File: config.mk
export PLATFORM = sky130hd
export DESIGN_NAME = osd_fx_top
export DESIGN_NICKNAME = d
export VERILOG_FILES = /design/src/pkg/osd_fx_pkg.sv /design/src/pkg/pll_if.sv /design/src/logic/dot_pll_ctrl.sv /design/src/logic/osd_fx_top.sv
export SDC_FILE = /design/constraint.sdc
export NUM_CORES = 1
export LEC_CHECK = 0
export BUFFER_PORTS_ARGS = -buffer_cell sky130_fd_sc_hd__buf_2
export CORE_ASPECT_RATIO = 2
export CORE_UTILIZATION = 50
export CTS_CLUSTER_DIAMETER = 120
export DETAILED_ROUTE_END_ITERATION = 10
export PLACE_DENSITY = 0.74
export REMOVE_ABC_BUFFERS = 1
export SLEW_MARGIN = 20
export SYNTH_ARGS = -nofsm -noshare
export SYNTH_HDL_FRONTEND = slang
export SYNTH_SLANG_ARGS = --single-unit
File: constraint.sdc
create_clock -name CLOCK -period 8.82 [get_ports CLOCK]
set_input_delay 0.441 -clock CLOCK [delete_from_list [all_inputs] [get_ports CLOCK]]
set_output_delay 0.441 -clock CLOCK [all_outputs]
set_load 0.01 [all_outputs]
File: src/pkg/osd_fx_pkg.sv
// Purpose: shared constants and types for the osd effect and dot clock pll control
// Assumes: 100 MHz system clock, 16-bit frame control registers
// Notes: register offsets are byte addresses on the plain register port
package osd_fx_pkg;
  localparam int CLK_MHZ = 100; // system clock rate
  localparam int ADDR_W = 8; // register address width
  localparam int DATA_W = 16; // register data width
  // register map
  localparam logic [7:0] REG_FC0 = 8'h00; // frame control 0: effects
  localparam logic [7:0] REG_FC1 = 8'h04; // frame control 1: pll control
  localparam logic [7:0] REG_STAT = 8'h08; // status, read only
  localparam logic [15:0] FC0_RST = 16'h0000; // reset value of frame control 0
  localparam logic [15:0] FC1_RST = 16'h0000; // reset value of frame control 1
  // frame control 0 fields
  localparam int DISP_ON_BIT = 0; // osd display on
  localparam int FADE_EN_BIT = 1; // fade in/out active
  localparam int FADE_TIME_BIT = 2; // fade_time_select
  localparam int SCROLL_EN_BIT = 3; // scrolling mode
  localparam int BORDER_BIT = 4; // black bordering
  localparam int SHADOW_BIT = 5; // black shadowing
  // frame control 1 fields
  localparam int DOT_LSB = 8; // pixels_per_line_sel [9:8]
  localparam int HF_LSB = 10; // line_rate_range_sel [12:10]
  localparam int CP_LSB = 13; // pump_current_sel [14:13]
  localparam int AUX_BIT = 15; // pll_aux_select
  // character cell geometry
  localparam logic [3:0] EDGE_COL_FIRST = 4'h0; // first dot of a 12-dot cell
  localparam logic [3:0] EDGE_COL_LAST = 4'hb; // twelfth dot
  localparam logic [4:0] EDGE_LINE_FIRST = 5'h00; // first line of an 18-line cell
  localparam logic [4:0] EDGE_LINE_LAST = 5'h11; // eighteenth line
  localparam logic [4:0] CELL_LINES = 5'h12; // lines per cell
  // fade pacing in vertical pulses per step
  localparam logic [3:0] FADE_DIV_SHORT = 4'h4; // half second fade
  localparam logic [3:0] FADE_DIV_LONG = 4'h8; // one second fade
  // flyback lock range
  localparam int LINE_MIN_KHZ = 15; // slowest flyback rate
  localparam int LINE_MAX_KHZ = 90; // fastest flyback rate
  localparam int LINE_MIN_CYC = (CLK_MHZ * 1000 + LINE_MAX_KHZ - 1) / LINE_MAX_KHZ;
  localparam int LINE_MAX_CYC = (CLK_MHZ * 1000) / LINE_MIN_KHZ;
  // feedback divider ratios
  localparam logic [9:0] DIV_320 = 10'h140;
  localparam logic [9:0] DIV_480 = 10'h1e0;
  localparam logic [9:0] DIV_640 = 10'h280;
  localparam logic [9:0] DIV_800 = 10'h320;
  typedef enum logic [1:0] {PFD_IDLE, PFD_UP, PFD_DOWN} pfd_state_e;
endpackage

File: src/pkg/pll_if.sv
// Purpose: signals between the effect top and the pll divider/phase detector
// Assumes: one clock, the pixel clock
// Notes: ctrl is the top side, pfd the divider side
`timescale 1ns/10ps
`default_nettype none
interface pll_if;
  logic ref_edge; // one-cycle pulse on flyback rising edge
  logic [1:0] dot_sel; // pixels_per_line_sel
  logic div_tick; // one-cycle pulse, divider wrap
  logic pump_src; // pump level when driving: 1 source, 0 sink
  logic pump_oe; // pump driving, low means high impedance
  modport ctrl (output ref_edge, output dot_sel, input div_tick, input pump_src,
    input pump_oe);
  modport pfd (input ref_edge, input dot_sel, output div_tick, output pump_src,
    output pump_oe);
endinterface
`default_nettype wire

File: src/logic/dot_pll_ctrl.sv
// Purpose: pll feedback divider and three-state phase/frequency detector
// Assumes: clk is the vco output, ref_edge already synchronised
// Notes: the divider runs free so the loop closes through the analog vco
`timescale 1ns/10ps
`default_nettype none
module dot_pll_ctrl (
  input wire logic clk,
  input wire logic rst_n,
  pll_if.pfd pll
);
  import osd_fx_pkg::*;

  typedef struct packed {
    logic [9:0] cnt; // dots into the line
    logic div_tick; // divider wrap pulse
    pfd_state_e st; // detector state
    logic src; // pump sources current
    logic oe; // pump drives
  } pll_s;

  pll_s q, d;
  logic [9:0] ratio; // active divide ratio

  // ratio from the two dot select bits
  always_comb begin
    unique case (pll.dot_sel)
      2'h0: ratio = DIV_320;
      2'h1: ratio = DIV_480;
      2'h2: ratio = DIV_640;
      2'h3: ratio = DIV_800;
    endcase
  end

  // divider and detector next state
  always_comb begin
    d = q;
    d.div_tick = 1'b0;
    if (q.cnt >= ratio - 10'h001) begin // wrap also catches a ratio shrunk mid-line
      d.cnt = 10'h000;
      d.div_tick = 1'b1;
    end else begin
      d.cnt = q.cnt + 10'h001;
    end
    unique case (q.st)
      PFD_IDLE: begin
        if (pll.ref_edge && !q.div_tick) d.st = PFD_UP;
        else if (q.div_tick && !pll.ref_edge) d.st = PFD_DOWN;
      end
      PFD_UP: if (q.div_tick) d.st = PFD_IDLE; // reference led, feedback caught up
      PFD_DOWN: if (pll.ref_edge) d.st = PFD_IDLE; // feedback led, reference caught up
      default: d.st = PFD_IDLE; // illegal code recovers
    endcase
    d.oe = (d.st != PFD_IDLE);
    d.src = (d.st == PFD_UP);
  end

  // state register
  always_ff @(posedge clk) begin
    if (!rst_n) q <= '{cnt: 10'h000, div_tick: 1'b0, st: PFD_IDLE, src: 1'b0, oe: 1'b0};
    else q <= d;
  end

  assign pll.div_tick = q.div_tick;
  assign pll.pump_src = q.src;
  assign pll.pump_oe = q.oe;
endmodule // dot_pll_ctrl
`default_nettype wire

File: src/logic/osd_fx_top.sv
// Purpose: osd cell effects, fade and scroll pacing, pll control registers
// Assumes: CLOCK is the pll vco output; cell and glyph inputs come from same-clock logic
// Notes: flyback and vertical pulse pins pass a three-stage synchroniser
//
// What this block does
// box edges on cell dots 1,12, lines 1,18
// border and shadow are black only
// border: one black pixel around glyph
// shadow: black pixel right and below glyph
// scroll reveals or erases cell top-down
// fade opens cells from centre outward
// fade takes 0.5 s or 1 s
// fade steps every 4 or 8 vertical pulses
// flyback is pll reference, 15-90 kHz
// dot select picks divide 320/480/640/800
// line rate range from control 1 bits C-A
// pump current from control 1 bits E-D
// vco clocks osd timing and divider
// pump sinks, sources or floats by phase
// host writes recommended pll control byte
// one ring of cells per fade step
//
// The address map and the plain strobed port were left to the implementer.
`timescale 1ns/10ps
`default_nettype none
module osd_fx_top #(
  parameter int COLS = 30, // cell columns on screen
  parameter int ROWS = 15, // cell rows on screen
  parameter int MAX_LINE_CYC = osd_fx_pkg::LINE_MAX_CYC, // slowest legal line, cycles
  parameter int MIN_LINE_CYC = osd_fx_pkg::LINE_MIN_CYC // fastest legal line, cycles
) (
  input wire logic CLOCK,
  input wire logic RESETN,
  input wire logic [osd_fx_pkg::ADDR_W-1:0] ADDR,
  input wire logic [osd_fx_pkg::DATA_W-1:0] WDATA,
  input wire logic WR,
  input wire logic RD,
  output logic [osd_fx_pkg::DATA_W-1:0] RDATA,
  input wire logic HORIZ_FLYBACK_REF,
  input wire logic VERT_PULSE,
  input wire logic PIXEL_VALID,
  input wire logic BOX_ENABLE,
  input wire logic [3:0] CELL_COL,
  input wire logic [4:0] CELL_LINE,
  input wire logic [5:0] CELL_X,
  input wire logic [4:0] CELL_Y,
  input wire logic [11:0] GLYPH_ABOVE,
  input wire logic [11:0] GLYPH_ROW,
  input wire logic [11:0] GLYPH_BELOW,
  output logic PIXEL_LIT,
  output logic PIXEL_BLACK,
  output logic BOX_EDGE,
  output logic CELL_VISIBLE,
  output logic [2:0] LINE_RATE_RANGE_SEL,
  output logic [1:0] PUMP_CURRENT_SEL,
  output logic PLL_AUX_SELECT,
  output logic PUMP_OUTPUT_O,
  output logic PUMP_OUTPUT_OE
);
  import osd_fx_pkg::*;

  localparam int RING_W = 6; // ring counter width
  localparam logic [RING_W-1:0] MAX_RING =
    RING_W'(((COLS > ROWS) ? COLS : ROWS) / 2 + 1); // radius that shows every cell
  localparam int CNT_W = $clog2(MAX_LINE_CYC + 2); // line period counter width
  localparam logic [CNT_W-1:0] LINE_HI = CNT_W'(MAX_LINE_CYC); // longest legal period
  localparam logic [CNT_W-1:0] LINE_LO = CNT_W'(MIN_LINE_CYC); // shortest legal period

  // distance of a cell index from the screen centre, in cells
  function automatic logic [RING_W-1:0] ring_dist(input logic [5:0] pos, input int n);
    logic [5:0] c;
    c = 6'(n / 2);
    if (pos >= c) ring_dist = RING_W'(pos - c);
    else ring_dist = RING_W'(c - 6'h01 - pos);
  endfunction

  typedef struct packed {
    logic [15:0] fc0; // frame control 0
    logic [15:0] fc1; // frame control 1
    logic [15:0] rdata; // read answer
    logic [2:0] hf_s; // flyback synchroniser chain
    logic hf_f; // flyback after agreement filter
    logic [2:0] vp_s; // vertical pulse synchroniser chain
    logic vp_f; // vertical pulse after agreement filter
    logic ref_edge; // flyback rising edge pulse
    logic [CNT_W-1:0] line_cnt; // cycles since last flyback edge
    logic line_ok; // last line period within lock range
    logic disp_prev; // display bit last cycle
    logic [RING_W-1:0] radius; // cells with ring below this are shown
    logic [3:0] fade_div; // vertical pulses since last fade step
    logic [4:0] scroll; // lines done in current scroll
    logic lit; // pixel output regs
    logic black;
    logic box;
    logic vis;
  } top_s;

  top_s q, d;
  pll_if pll ();

  logic vp_edge; // vertical pulse rising edge
  logic [RING_W-1:0] ring; // ring of the current cell
  logic [RING_W-1:0] fade_target; // radius the fade walks toward
  logic [3:0] fade_ratio; // vertical pulses per fade step
  logic scroll_vis; // current line passes the scroll window
  logic glyph_on; // current dot of glyph
  logic near_border; // a neighbour dot is lit
  logic near_shadow; // left, upper or upper-left dot is lit
  logic [13:0] wide_above, wide_row, wide_below; // glyph rows padded by one dot each side
  logic [3:0] col_i; // padded column index of current dot

  // glyph neighbourhood; dots left and right of the cell count as dark, so effects stop at its side edges
  always_comb begin
    wide_above = {1'b0, GLYPH_ABOVE, 1'b0};
    wide_row = {1'b0, GLYPH_ROW, 1'b0};
    wide_below = {1'b0, GLYPH_BELOW, 1'b0};
    col_i = 4'(4'hc - CELL_COL); // bit 0 of the glyph is the rightmost dot
    glyph_on = wide_row[col_i];
    near_border = wide_above[col_i - 4'h1] | wide_above[col_i] | wide_above[col_i + 4'h1]
      | wide_row[col_i - 4'h1] | wide_row[col_i + 4'h1]
      | wide_below[col_i - 4'h1] | wide_below[col_i] | wide_below[col_i + 4'h1];
    near_shadow = wide_row[col_i + 4'h1] | wide_above[col_i]
      | wide_above[col_i + 4'h1];
  end

  // cell ring and fade/scroll gates
  always_comb begin
    ring = (ring_dist(CELL_X, COLS) > ring_dist({1'b0, CELL_Y}, ROWS))
      ? ring_dist(CELL_X, COLS) : ring_dist({1'b0, CELL_Y}, ROWS);
    fade_target = q.fc0[DISP_ON_BIT] ? MAX_RING : '0;
    fade_ratio = q.fc0[FADE_TIME_BIT] ? FADE_DIV_SHORT : FADE_DIV_LONG;
    // rise counts once stages two and three agree high while the filtered level is low
    vp_edge = (q.vp_s[1] == q.vp_s[2]) && q.vp_s[2] && !q.vp_f;
    // reveal shows lines above the count, erase hides them
    if (q.fc0[DISP_ON_BIT]) scroll_vis = (CELL_LINE < q.scroll);
    else scroll_vis = (CELL_LINE >= q.scroll);
  end

  // all state in one next-state process
  always_comb begin
    d = q;
    // synchronisers: a change counts once stages two and three agree
    d.hf_s = {q.hf_s[1:0], HORIZ_FLYBACK_REF};
    d.vp_s = {q.vp_s[1:0], VERT_PULSE};
    if (q.hf_s[1] == q.hf_s[2]) d.hf_f = q.hf_s[2];
    if (q.vp_s[1] == q.vp_s[2]) d.vp_f = q.vp_s[2];
    d.ref_edge = d.hf_f && !q.hf_f;
    // line period check against the lock range
    if (q.ref_edge) begin
      d.line_cnt = '0;
      d.line_ok = (q.line_cnt >= LINE_LO) && (q.line_cnt <= LINE_HI);
    end else if (q.line_cnt <= LINE_HI) begin
      d.line_cnt = q.line_cnt + CNT_W'(1);
    end else begin
      d.line_ok = 1'b0; // flyback lost
    end
    // register writes
    if (WR) begin
      unique case (ADDR)
        REG_FC0: d.fc0 = WDATA;
        REG_FC1: d.fc1 = WDATA;
        default: ; // unmapped and status writes are dropped
      endcase
    end
    // register reads, answer stands one cycle after the strobe
    d.rdata = '0;
    if (RD) begin
      unique case (ADDR)
        REG_FC0: d.rdata = q.fc0;
        REG_FC1: d.rdata = q.fc1;
        REG_STAT: d.rdata = {1'b0, pll.pump_oe, pll.pump_src, q.line_ok,
          q.radius != fade_target, q.scroll, q.radius[5:0]};
        default: d.rdata = '0;
      endcase
    end
    // display switch: fade walks from its current radius, scroll restarts
    d.disp_prev = q.fc0[DISP_ON_BIT];
    if (q.disp_prev != q.fc0[DISP_ON_BIT]) begin
      d.fade_div = '0;
      d.scroll = q.fc0[SCROLL_EN_BIT] ? 5'h00 : CELL_LINES;
    end else if (vp_edge) begin
      if (q.scroll < CELL_LINES) d.scroll = q.scroll + 5'h01;
      if (q.fade_div >= fade_ratio - 4'h1) begin
        d.fade_div = '0;
        if (q.radius < fade_target) d.radius = q.radius + RING_W'(1);
        else if (q.radius > fade_target) d.radius = q.radius - RING_W'(1);
      end else begin
        d.fade_div = q.fade_div + 4'h1;
      end
    end
    if (!q.fc0[FADE_EN_BIT]) d.radius = fade_target; // no fade: whole screen at once
    if (!q.fc0[SCROLL_EN_BIT]) d.scroll = CELL_LINES;
    // pixel stage
    d.vis = PIXEL_VALID && (ring < q.radius) && scroll_vis;
    d.lit = d.vis && glyph_on;
    d.black = d.vis && !glyph_on && ((q.fc0[BORDER_BIT] && near_border)
      || (q.fc0[SHADOW_BIT] && near_shadow));
    d.box = d.vis && BOX_ENABLE && (CELL_COL == EDGE_COL_FIRST || CELL_COL == EDGE_COL_LAST
      || CELL_LINE == EDGE_LINE_FIRST || CELL_LINE == EDGE_LINE_LAST);
  end

  // state register
  always_ff @(posedge CLOCK) begin
    if (!RESETN) begin
      q <= '0;
      q.fc0 <= FC0_RST;
      q.fc1 <= FC1_RST;
      q.scroll <= CELL_LINES;
    end else begin
      q <= d;
    end
  end

  // divider and phase detector run on the vco clock
  assign pll.ref_edge = q.ref_edge;
  assign pll.dot_sel = q.fc1[DOT_LSB +: 2];

  dot_pll_ctrl u_pll (
    .clk(CLOCK),
    .rst_n(RESETN),
    .pll(pll)
  );

  assign RDATA = q.rdata;
  assign PIXEL_LIT = q.lit;
  assign PIXEL_BLACK = q.black;
  assign BOX_EDGE = q.box;
  assign CELL_VISIBLE = q.vis;
  assign LINE_RATE_RANGE_SEL = q.fc1[HF_LSB +: 3];
  assign PUMP_CURRENT_SEL = q.fc1[CP_LSB +: 2];
  assign PLL_AUX_SELECT = q.fc1[AUX_BIT];
  assign PUMP_OUTPUT_O = pll.pump_src;
  assign PUMP_OUTPUT_OE = pll.pump_oe;
endmodule // osd_fx_top
`default_nettype wire

==> results of run 1 <==
## critical path, delay by kind of cell
family          cells  cell delay [ns]
xor+xnor            1             0.24
fa+ha+maj           3             0.79
simple gates        5             0.92
buf+inv             2             0.22
mux                 1             0.26
compound gates      5             1.20
## cells by family after synthesis
logic type / count (synthesis) / synth area share, %
adder cells (fa/ha/maj): 42 / 8.39
flip-flops: 106 / 33.4
XOR/XNOR: 45 / 6.44
multiplexers: 23 / 5.42
AO/OA/AOI/OAI: 158 / 17.9
buffers and inverters: 84 / 7.03
AND/OR/NAND/NOR: 283 / 21.4
## worst paths after layout
check | from | end | slack, ns | cells after the start
max | CELL_X[0] | PIXEL_BLACK$_SDFF_PN0_ | 5.01 | 17
max reg2reg | d[19]$_SDFFE_PN0P_ | q[18]$_SDFFE_PN0P_ | 6.39 | 9
min reg2reg | u_pll.q[2]$_SDFF_PN0_ | u_pll.q[3]$_SDFF_PN0_ | 0.44 | 1
min | VERT_PULSE | d[37]$_SDFF_PN0_ | 0.30 | 2
## state kept, by name, summed over array words and instances, names as in the netlist, 2 cells and up
signal	cells
LINE_RATE_RANGE_SEL	3
PUMP_CURRENT_SEL	2
RDATA	16
d	5
pll.dot_sel	2
q	57
u_pll.q	12
## routing by layer
| layer | wire [um] | part of all wire [%] | track usage, % | up-vias |
|---|---|---|---|---|
| li1 | - | - | - | 2762 |
| met1 | 5510 | 35 | 23.9 | 2711 |
| met2 | 8740 | 56 | 46.9 | 188 |
| met3 | 656 | 4.2 | 4.07 | 55 |
| met4 | 743 | 4.7 | 14.6 | 0 |
| met5 | 0 | 0 | 0 | - |
## Yosys cell counts (3+ instances only)
library cell	number	area [um2]
nand2_1	108	405
dfxtp_1	106	2120
nor2_1	69	259
ha_1	41	513
a21boi_1	29	218
inv_1	29	109
a21oi_1	28	140
xnor2_1	28	245
buf_4	26	195
o21ai_0	24	120
nor3_1	17	85.1
a222oi_1	15	150
clkbuf_1	15	56.3
xor2_1	15	131
nand3_1	14	70.1
mux2i_1	13	130
nor2b_1	13	81.3
nor4_1	12	75.1
and2_1	11	68.8
and3_1	9	56.3
buf_2	9	45.0
nand4_1	9	56.3
mux4_2	8	180
a211oi_1	7	52.6
a21boi_0	7	52.6
a21o_1	7	52.6
o211ai_1	6	45.0
a22oi_1	5	37.5
a31oi_1	5	31.3
nand2b_1	4	25.0
nor4b_2	4	60.1
o21ai_1	4	20.0
buf_6	3	33.8
## final cells by class
type	instances	area [um2]
Fill cell	1137	5140
Multi-Input combinational cell	551	3790
Sequential cell	106	2120
Timing Repair Buffer	118	598
Clock buffer	11	253
Tap cell	147	184
Inverter	31	116
Clock inverter	5	62.6
Antenna cell	1	2.50
## cell usage in the layout (no fill, tap or decap), types with 3 or more instances in the layout
| cell | instances |
|---|---|
| nand4_1 | 9 |
| clkbuf_16 | 9 |
| o21ai_0 | 24 |
| nor4b_2 | 4 |
| a21o_1 | 7 |
| a222oi_1 | 15 |
| a21boi_0 | 7 |
| nor2b_1 | 13 |
| nand2_1 | 108 |
| inv_1 | 29 |
| xor2_1 | 15 |
| buf_2 | 115 |
| xnor2_1 | 28 |
| buf_4 | 3 |
| o211ai_1 | 6 |
| mux4_2 | 8 |
| nor2_1 | 69 |
| nor3_1 | 17 |
| dfxtp_1 | 106 |
| nand3_1 | 14 |
| and3_1 | 9 |
| and2_1 | 11 |
| a21oi_1 | 28 |
| a31oi_1 | 5 |
| o21ai_1 | 4 |
| a22oi_1 | 5 |
| nand2b_1 | 4 |
| mux2i_1 | 13 |
| a21boi_1 | 29 |
| a211oi_1 | 7 |
| nor4_1 | 12 |
| ha_1 | 41 |
## power by group
| group | leakage (uW) | internal [uW] | switching [uW] |
|---|---|---|---|
| Combinational | 0.00185 | 71.9 | 89.9 |
| Sequential | 0.000856 | 483 | 3.99 |
| Clock | 0.000148 | 237 | 175 |
## stage by stage
| step | hold WS (ns) | util (%) | power (uW) | instance area [um2] | std cells |
|---|---|---|---|---|---|
| after CTS | 0.298 | 58.1 | 1070 | 7120 | 969 |
| after global routing | 0.308 | 58.1 | 1110 | 7130 | 970 |
| after floorplan | 0.402 | - | 596 | 6020 | 688 |
| final | 0.304 | 58.1 | 1060 | 7130 | 970 |
| after detailed placement | 0.432 | 55.5 | 657 | 6810 | 953 |
| after global placement | 0.414 | 55.5 | 650 | 6800 | 953 |
==> results.toml, run 1 <==
[clock_network]
cts_tree = "built"
post_cts_buffers = 0
hold_buffers = 0
h-tree-depth = 3
clk_root_buffer_cell = "clkbuf_16"
clkTransAtPathRegs_ns = 0.07
clock_path_buffers = 2
cts_buffers = 9
cts_sinks = 106
cts_resized = 0
clock_latency_ns = 0.34

[placed_design]
dp_hpwl_um = 12000
place_congestion = 0.892
dp_slack_ns = 4.68
io_buffers = 115

[routing]
vias = 5716
viasPerCell = 5.89
drc_errors = 0
drt_iter0_drc = 342
first_pass_iters = 6
drtAntennaViolNets = 0
wl_um = 15600
routedWlPerCell_um = 16.1

[power_and_ir_drop]
power.leakage_uw = 0.00285
ir_worst_vdd_mv = 0.119
p_per_area_nw_per_um2 = 149

[die]
start_util_pct = 51.8
die-height_um = 161
core-area_um2 = 12300
rows = 57
io_pins = 116
die_width_um = 81.7
die_area_um2 = 13200

[sta]
finalSetupViolations = 0
maxSlewViolCount = 0
skew_ns = 0.00810
rsz0062_at_grt = "no"
setup_tns_ns = 0
layout_min_cycle_time_ns = 3.81
period_share_pct = 43.2
worstMarginPinSlew_ns = 0.833
worst_slack_ns = 5.01
hold_viol = 0
max_slew_margin_pct = 44.0
fmax_mhz = 263

[layout]
final_nets = 947
syn_to_final_growth_pct = 12.2
drive_above_1_share_pct = 19.8

[global_route]
grt_start_max_net_pins = 60
grt_overflow = 0
grt_use_total_pct = 24.8
grt_pass1_vias = 5733
antenna_found_initial = 1
grt_pass1_wl_um = 25500

[setup_path]
cp_common_cell = "ha_1"
cp.required_ns = 9.09
worst-path-max-fanout = 9
cpPeakStageDelay_ns = 0.37
cp_slowest_cell = "o32a_1"
path_cells = "buf_2, ha_1, and3_1, nor3_4, xor2_1, inv_1, ha_1, nand4_1, a21oi_1, o32a_1, mux2i_1, ha_1, and4_1, a211oi_1, nand4_1, a311oi_1, a21boi_1"
start_kind = "input pin"
worstSetupPathType = "in -> reg"
endpoint_kind = "register"
arrival_ns = 4.08

[synth]
synth.distinct_cells = 68
async_flop_share_pct = 0
synth-seq-cells = 106
synth_area_um2 = 6350
avgSynthCellArea_um2 = 8.57
syn_inst = 741
synth_edf_count = 0
synth_flop_cell = "dfxtp_1"
ys_warn_count = 0
ys_seq_area_share_pct = 33.4

[hold_path]
hold_class = "in -> reg"

[run_status]
status = "finished, final reports clean"

[flow_run]
drv_cap = 0
No activity file was read; power rests on OpenSTA's default activity.
==> run 2: changes to the inputs <==
--- a/config.mk
+++ b/config.mk
@@ -10,7 +10,7 @@
 export CORE_UTILIZATION = 50
 export CTS_CLUSTER_DIAMETER = 120
 export DETAILED_ROUTE_END_ITERATION = 10
-export PLACE_DENSITY = 0.74
+export PLACE_DENSITY = 0.77
 export REMOVE_ABC_BUFFERS = 1
 export SLEW_MARGIN = 20
 export SYNTH_ARGS = -nofsm -noshare
==> constraint.sdc (replaced) <==
create_clock -name CLOCK -period 3.5 [get_ports CLOCK]
set_input_delay 0.175 -clock CLOCK [delete_from_list [all_inputs] [get_ports CLOCK]]
set_output_delay 0.175 -clock CLOCK [all_outputs]
set_load 0.01 [all_outputs]
==> run 2 against run 1 <==
Effect of this change:
- sequential cell count did not move
- die area stayed put
- first-iteration DRC count rose by 5.6%
- cell area grew 2.1%
- critical endpoint unchanged
- core utilization rose by 1.2 points
- largest cell class unchanged
- combinational power grew to 2.7 times the previous value
- clock power increased by 150%
- largest power group unchanged
- hold slack worse by 0.27 ns
- clock skew is 0.0020 ns higher
- global-route usage grew 0.96 points
- setup slack got worse by 4.8 ns
- power rose to 2.5 times the previous value
==> results.toml, run 2 (synthesized netlist as in run 1, its figures left out) <==
[run_status]
status = "finished, final reports clean"

[power_and_ir_drop]
power.leakage_uw = 0.00293
p_sw_uw = 697
netSwitchingFraction_pct = 26.0
p_per_area_nw_per_um2 = 368
p_clk_share_pct = 37.7
combPwrFrac_pct = 16.5
pwr-share-seq_pct = 45.8
internal_power_uw = 1980
ir_worst_vdd_mv = 0.308

[layout]
final_nets = 966
drive_above_1_share_pct = 22.4
largest_reg_flops = 57
largest-register = "q"
final-instance-count-excl-fill = 989
layout_common_cells = "115 x buf_2, 108 x nand2_1, 106 x dfxtp_1, 69 x nor2_1, 41 x ha_1"
final_common_cell = "buf_2"
syn_to_final_growth_pct = 14.6
finish.utilization_pct = 59.3

[global_route]
grt_start_max_net_pins = 31
grt_overflow = 0
grt_pass1_vias = 5680
antenna_found_initial = 1
grt_use_total_pct = 25.8
grt_pass1_wl_um = 26100

[clock_network]
cts_tree = "built"
hold_buffers = 0
cts_sinks = 106
clock_path_buffers = 2
cts_buffers = 9
clk_root_buffer_cell = "clkbuf_16"
h-tree-depth = 3
clkTransAtPathRegs_ns = 0.07
clock_latency_ns = 0.35

[setup_path]
rrSetupSlack_ns = 1.04
path_cells = "buf_2, ha_1, and3_4, nor3_4, xor2_1, inv_1, ha_1, nand4_1, a21oi_2, o32a_1, nand2_1, o21ai_1, ha_1, and4_4, a211oi_2, nand4_1, a311oi_1, a21boi_2"
arrival_ns = 3.58
cp.required_ns = 3.79
cpPeakStageDelay_ns = 0.44
endpoint_kind = "register"
worst-path-max-fanout = 7
regToRegEndpoint = "q[18]$_SDFFE_PN0P_"
reg2reg_depth = 10
cp_common_cell = "ha_1"
rr_startpoint = "q[17]$_SDFFE_PN0P_"
start_kind = "input pin"
worstSetupPathType = "in -> reg"
cp_slowest_cell = "o32a_1"

[die]
die_area_um2 = 13200
rows = 57
io_pins = 116
die_width_um = 81.7
die-height_um = 161
start_util_pct = 51.8
core-area_um2 = 12300

[flow_run]
drv_cap = 0

[routing]
drtAntennaViolNets = 0
drt_iter0_drc = 361
viasPerCell = 5.76
vias = 5697
wl_um = 16300
drc_errors = 0
first_pass_iters = 5
routedWlPerCell_um = 16.4

[sta]
worst_slack_ns = 0.206
skew_ns = 0.0101
hold_viol = 0
finalSetupViolations = 0
layout_min_cycle_time_ns = 3.29
maxSlewViolCount = 0
period_share_pct = 94.1
max_slew_margin_pct = 43.3
worstMarginPinSlew_ns = 0.844
fmax_mhz = 304

[hold_path]
hold_start = "VERT_PULSE"
hold_class = "in -> reg"
hold_depth = 2
min_to = "d[37]$_SDFF_PN0_"

[placed_design]
dp_hpwl_um = 12300
io_buffers = 115
place_congestion = 0.902
dp_slack_ns = -0.194
dp_cells = 972
## run 2: worst max-delay path: cells and delay by family
kind	cells	cell delay, ns
compound gates	6	1.11
simple gates	6	1.08
fa+ha+maj	3	0.81
xor+xnor	1	0.22
buf+inv	2	0.17
## run 2: repair_timing
action / CTS / global route
resized for setup: 0 / 11
setup buffers: 0 / 0
endpoints found under the setup margin: 0 / 4
## run 2: power by group through the flow
stage / Combinational [uW] / Clock [uW] / Sequential [uW]
final: 443 / 1010 / 1230
after global routing: 491 / 1080 / 1230
after CTS: 428 / 1030 / 1230
after global placement: 420 / 0 / 1250
after floorplan: 250 / 0 / 1250
after detailed placement: 426 / 0 / 1250
## run 2: worst max path at each step
| stage | startpoint | end | slack [ns] | cells past startpoint |
|---|---|---|---|---|
| 2_1_floorplan | CELL_X[0] | PIXEL_BLACK$_SDFF_PN0_ | 0.12 | 16 |
| 4_1_cts | CELL_X[0] | PIXEL_BLACK$_SDFF_PN0_ | 0.15 | 17 |
| 3_5_place_dp | CELL_X[0] | PIXEL_BLACK$_SDFF_PN0_ | -0.19 | 17 |
| 5_1_grt | CELL_X[0] | PIXEL_BLACK$_SDFF_PN0_ | -0.01 | 18 |
| 6_report | CELL_X[0] | PIXEL_BLACK$_SDFF_PN0_ | 0.21 | 18 |
| 3_3_place_gp | CELL_X[0] | PIXEL_BLACK$_SDFF_PN0_ | -0.08 | 17 |
## run 2: layer usage
| layer | part of all wire, % | wire, um | global-route usage, % | vias up |
|---|---|---|---|---|
| met5 | 0 | 0 | 0 | - |
| met2 | 56 | 9180 | 49.7 | 174 |
| met3 | 4.2 | 691 | 4.63 | 51 |
| met1 | 35 | 5650 | 23.9 | 2681 |
| met4 | 4.6 | 741 | 14.5 | 0 |
| li1 | - | - | - | 2791 |
## run 2: through the flow
stage	hold WS, ns	TNS (ns)	instance area [um2]	power (uW)
6_report	0.0353	0	7280	2680
5_1_grt	0.0336	-0.0136	7280	2790
4_1_cts	0.0257	0	7240	2680
3_5_place_dp	0.386	-0.531	6950	1680
3_3_place_gp	0.381	-0.129	6950	1670
2_1_floorplan	0.264	0	6020	1500
## run 2: area by class of cell
cell class,instances,area (um2)
Fill cell,1136,4990
Tap cell,147,184
Sequential cell,106,2120
Clock inverter,6,67.6
Multi-Input combinational cell,551,3810
Antenna cell,1,2.50
Inverter,31,116
Timing Repair Buffer,137,741
Clock buffer,10,229
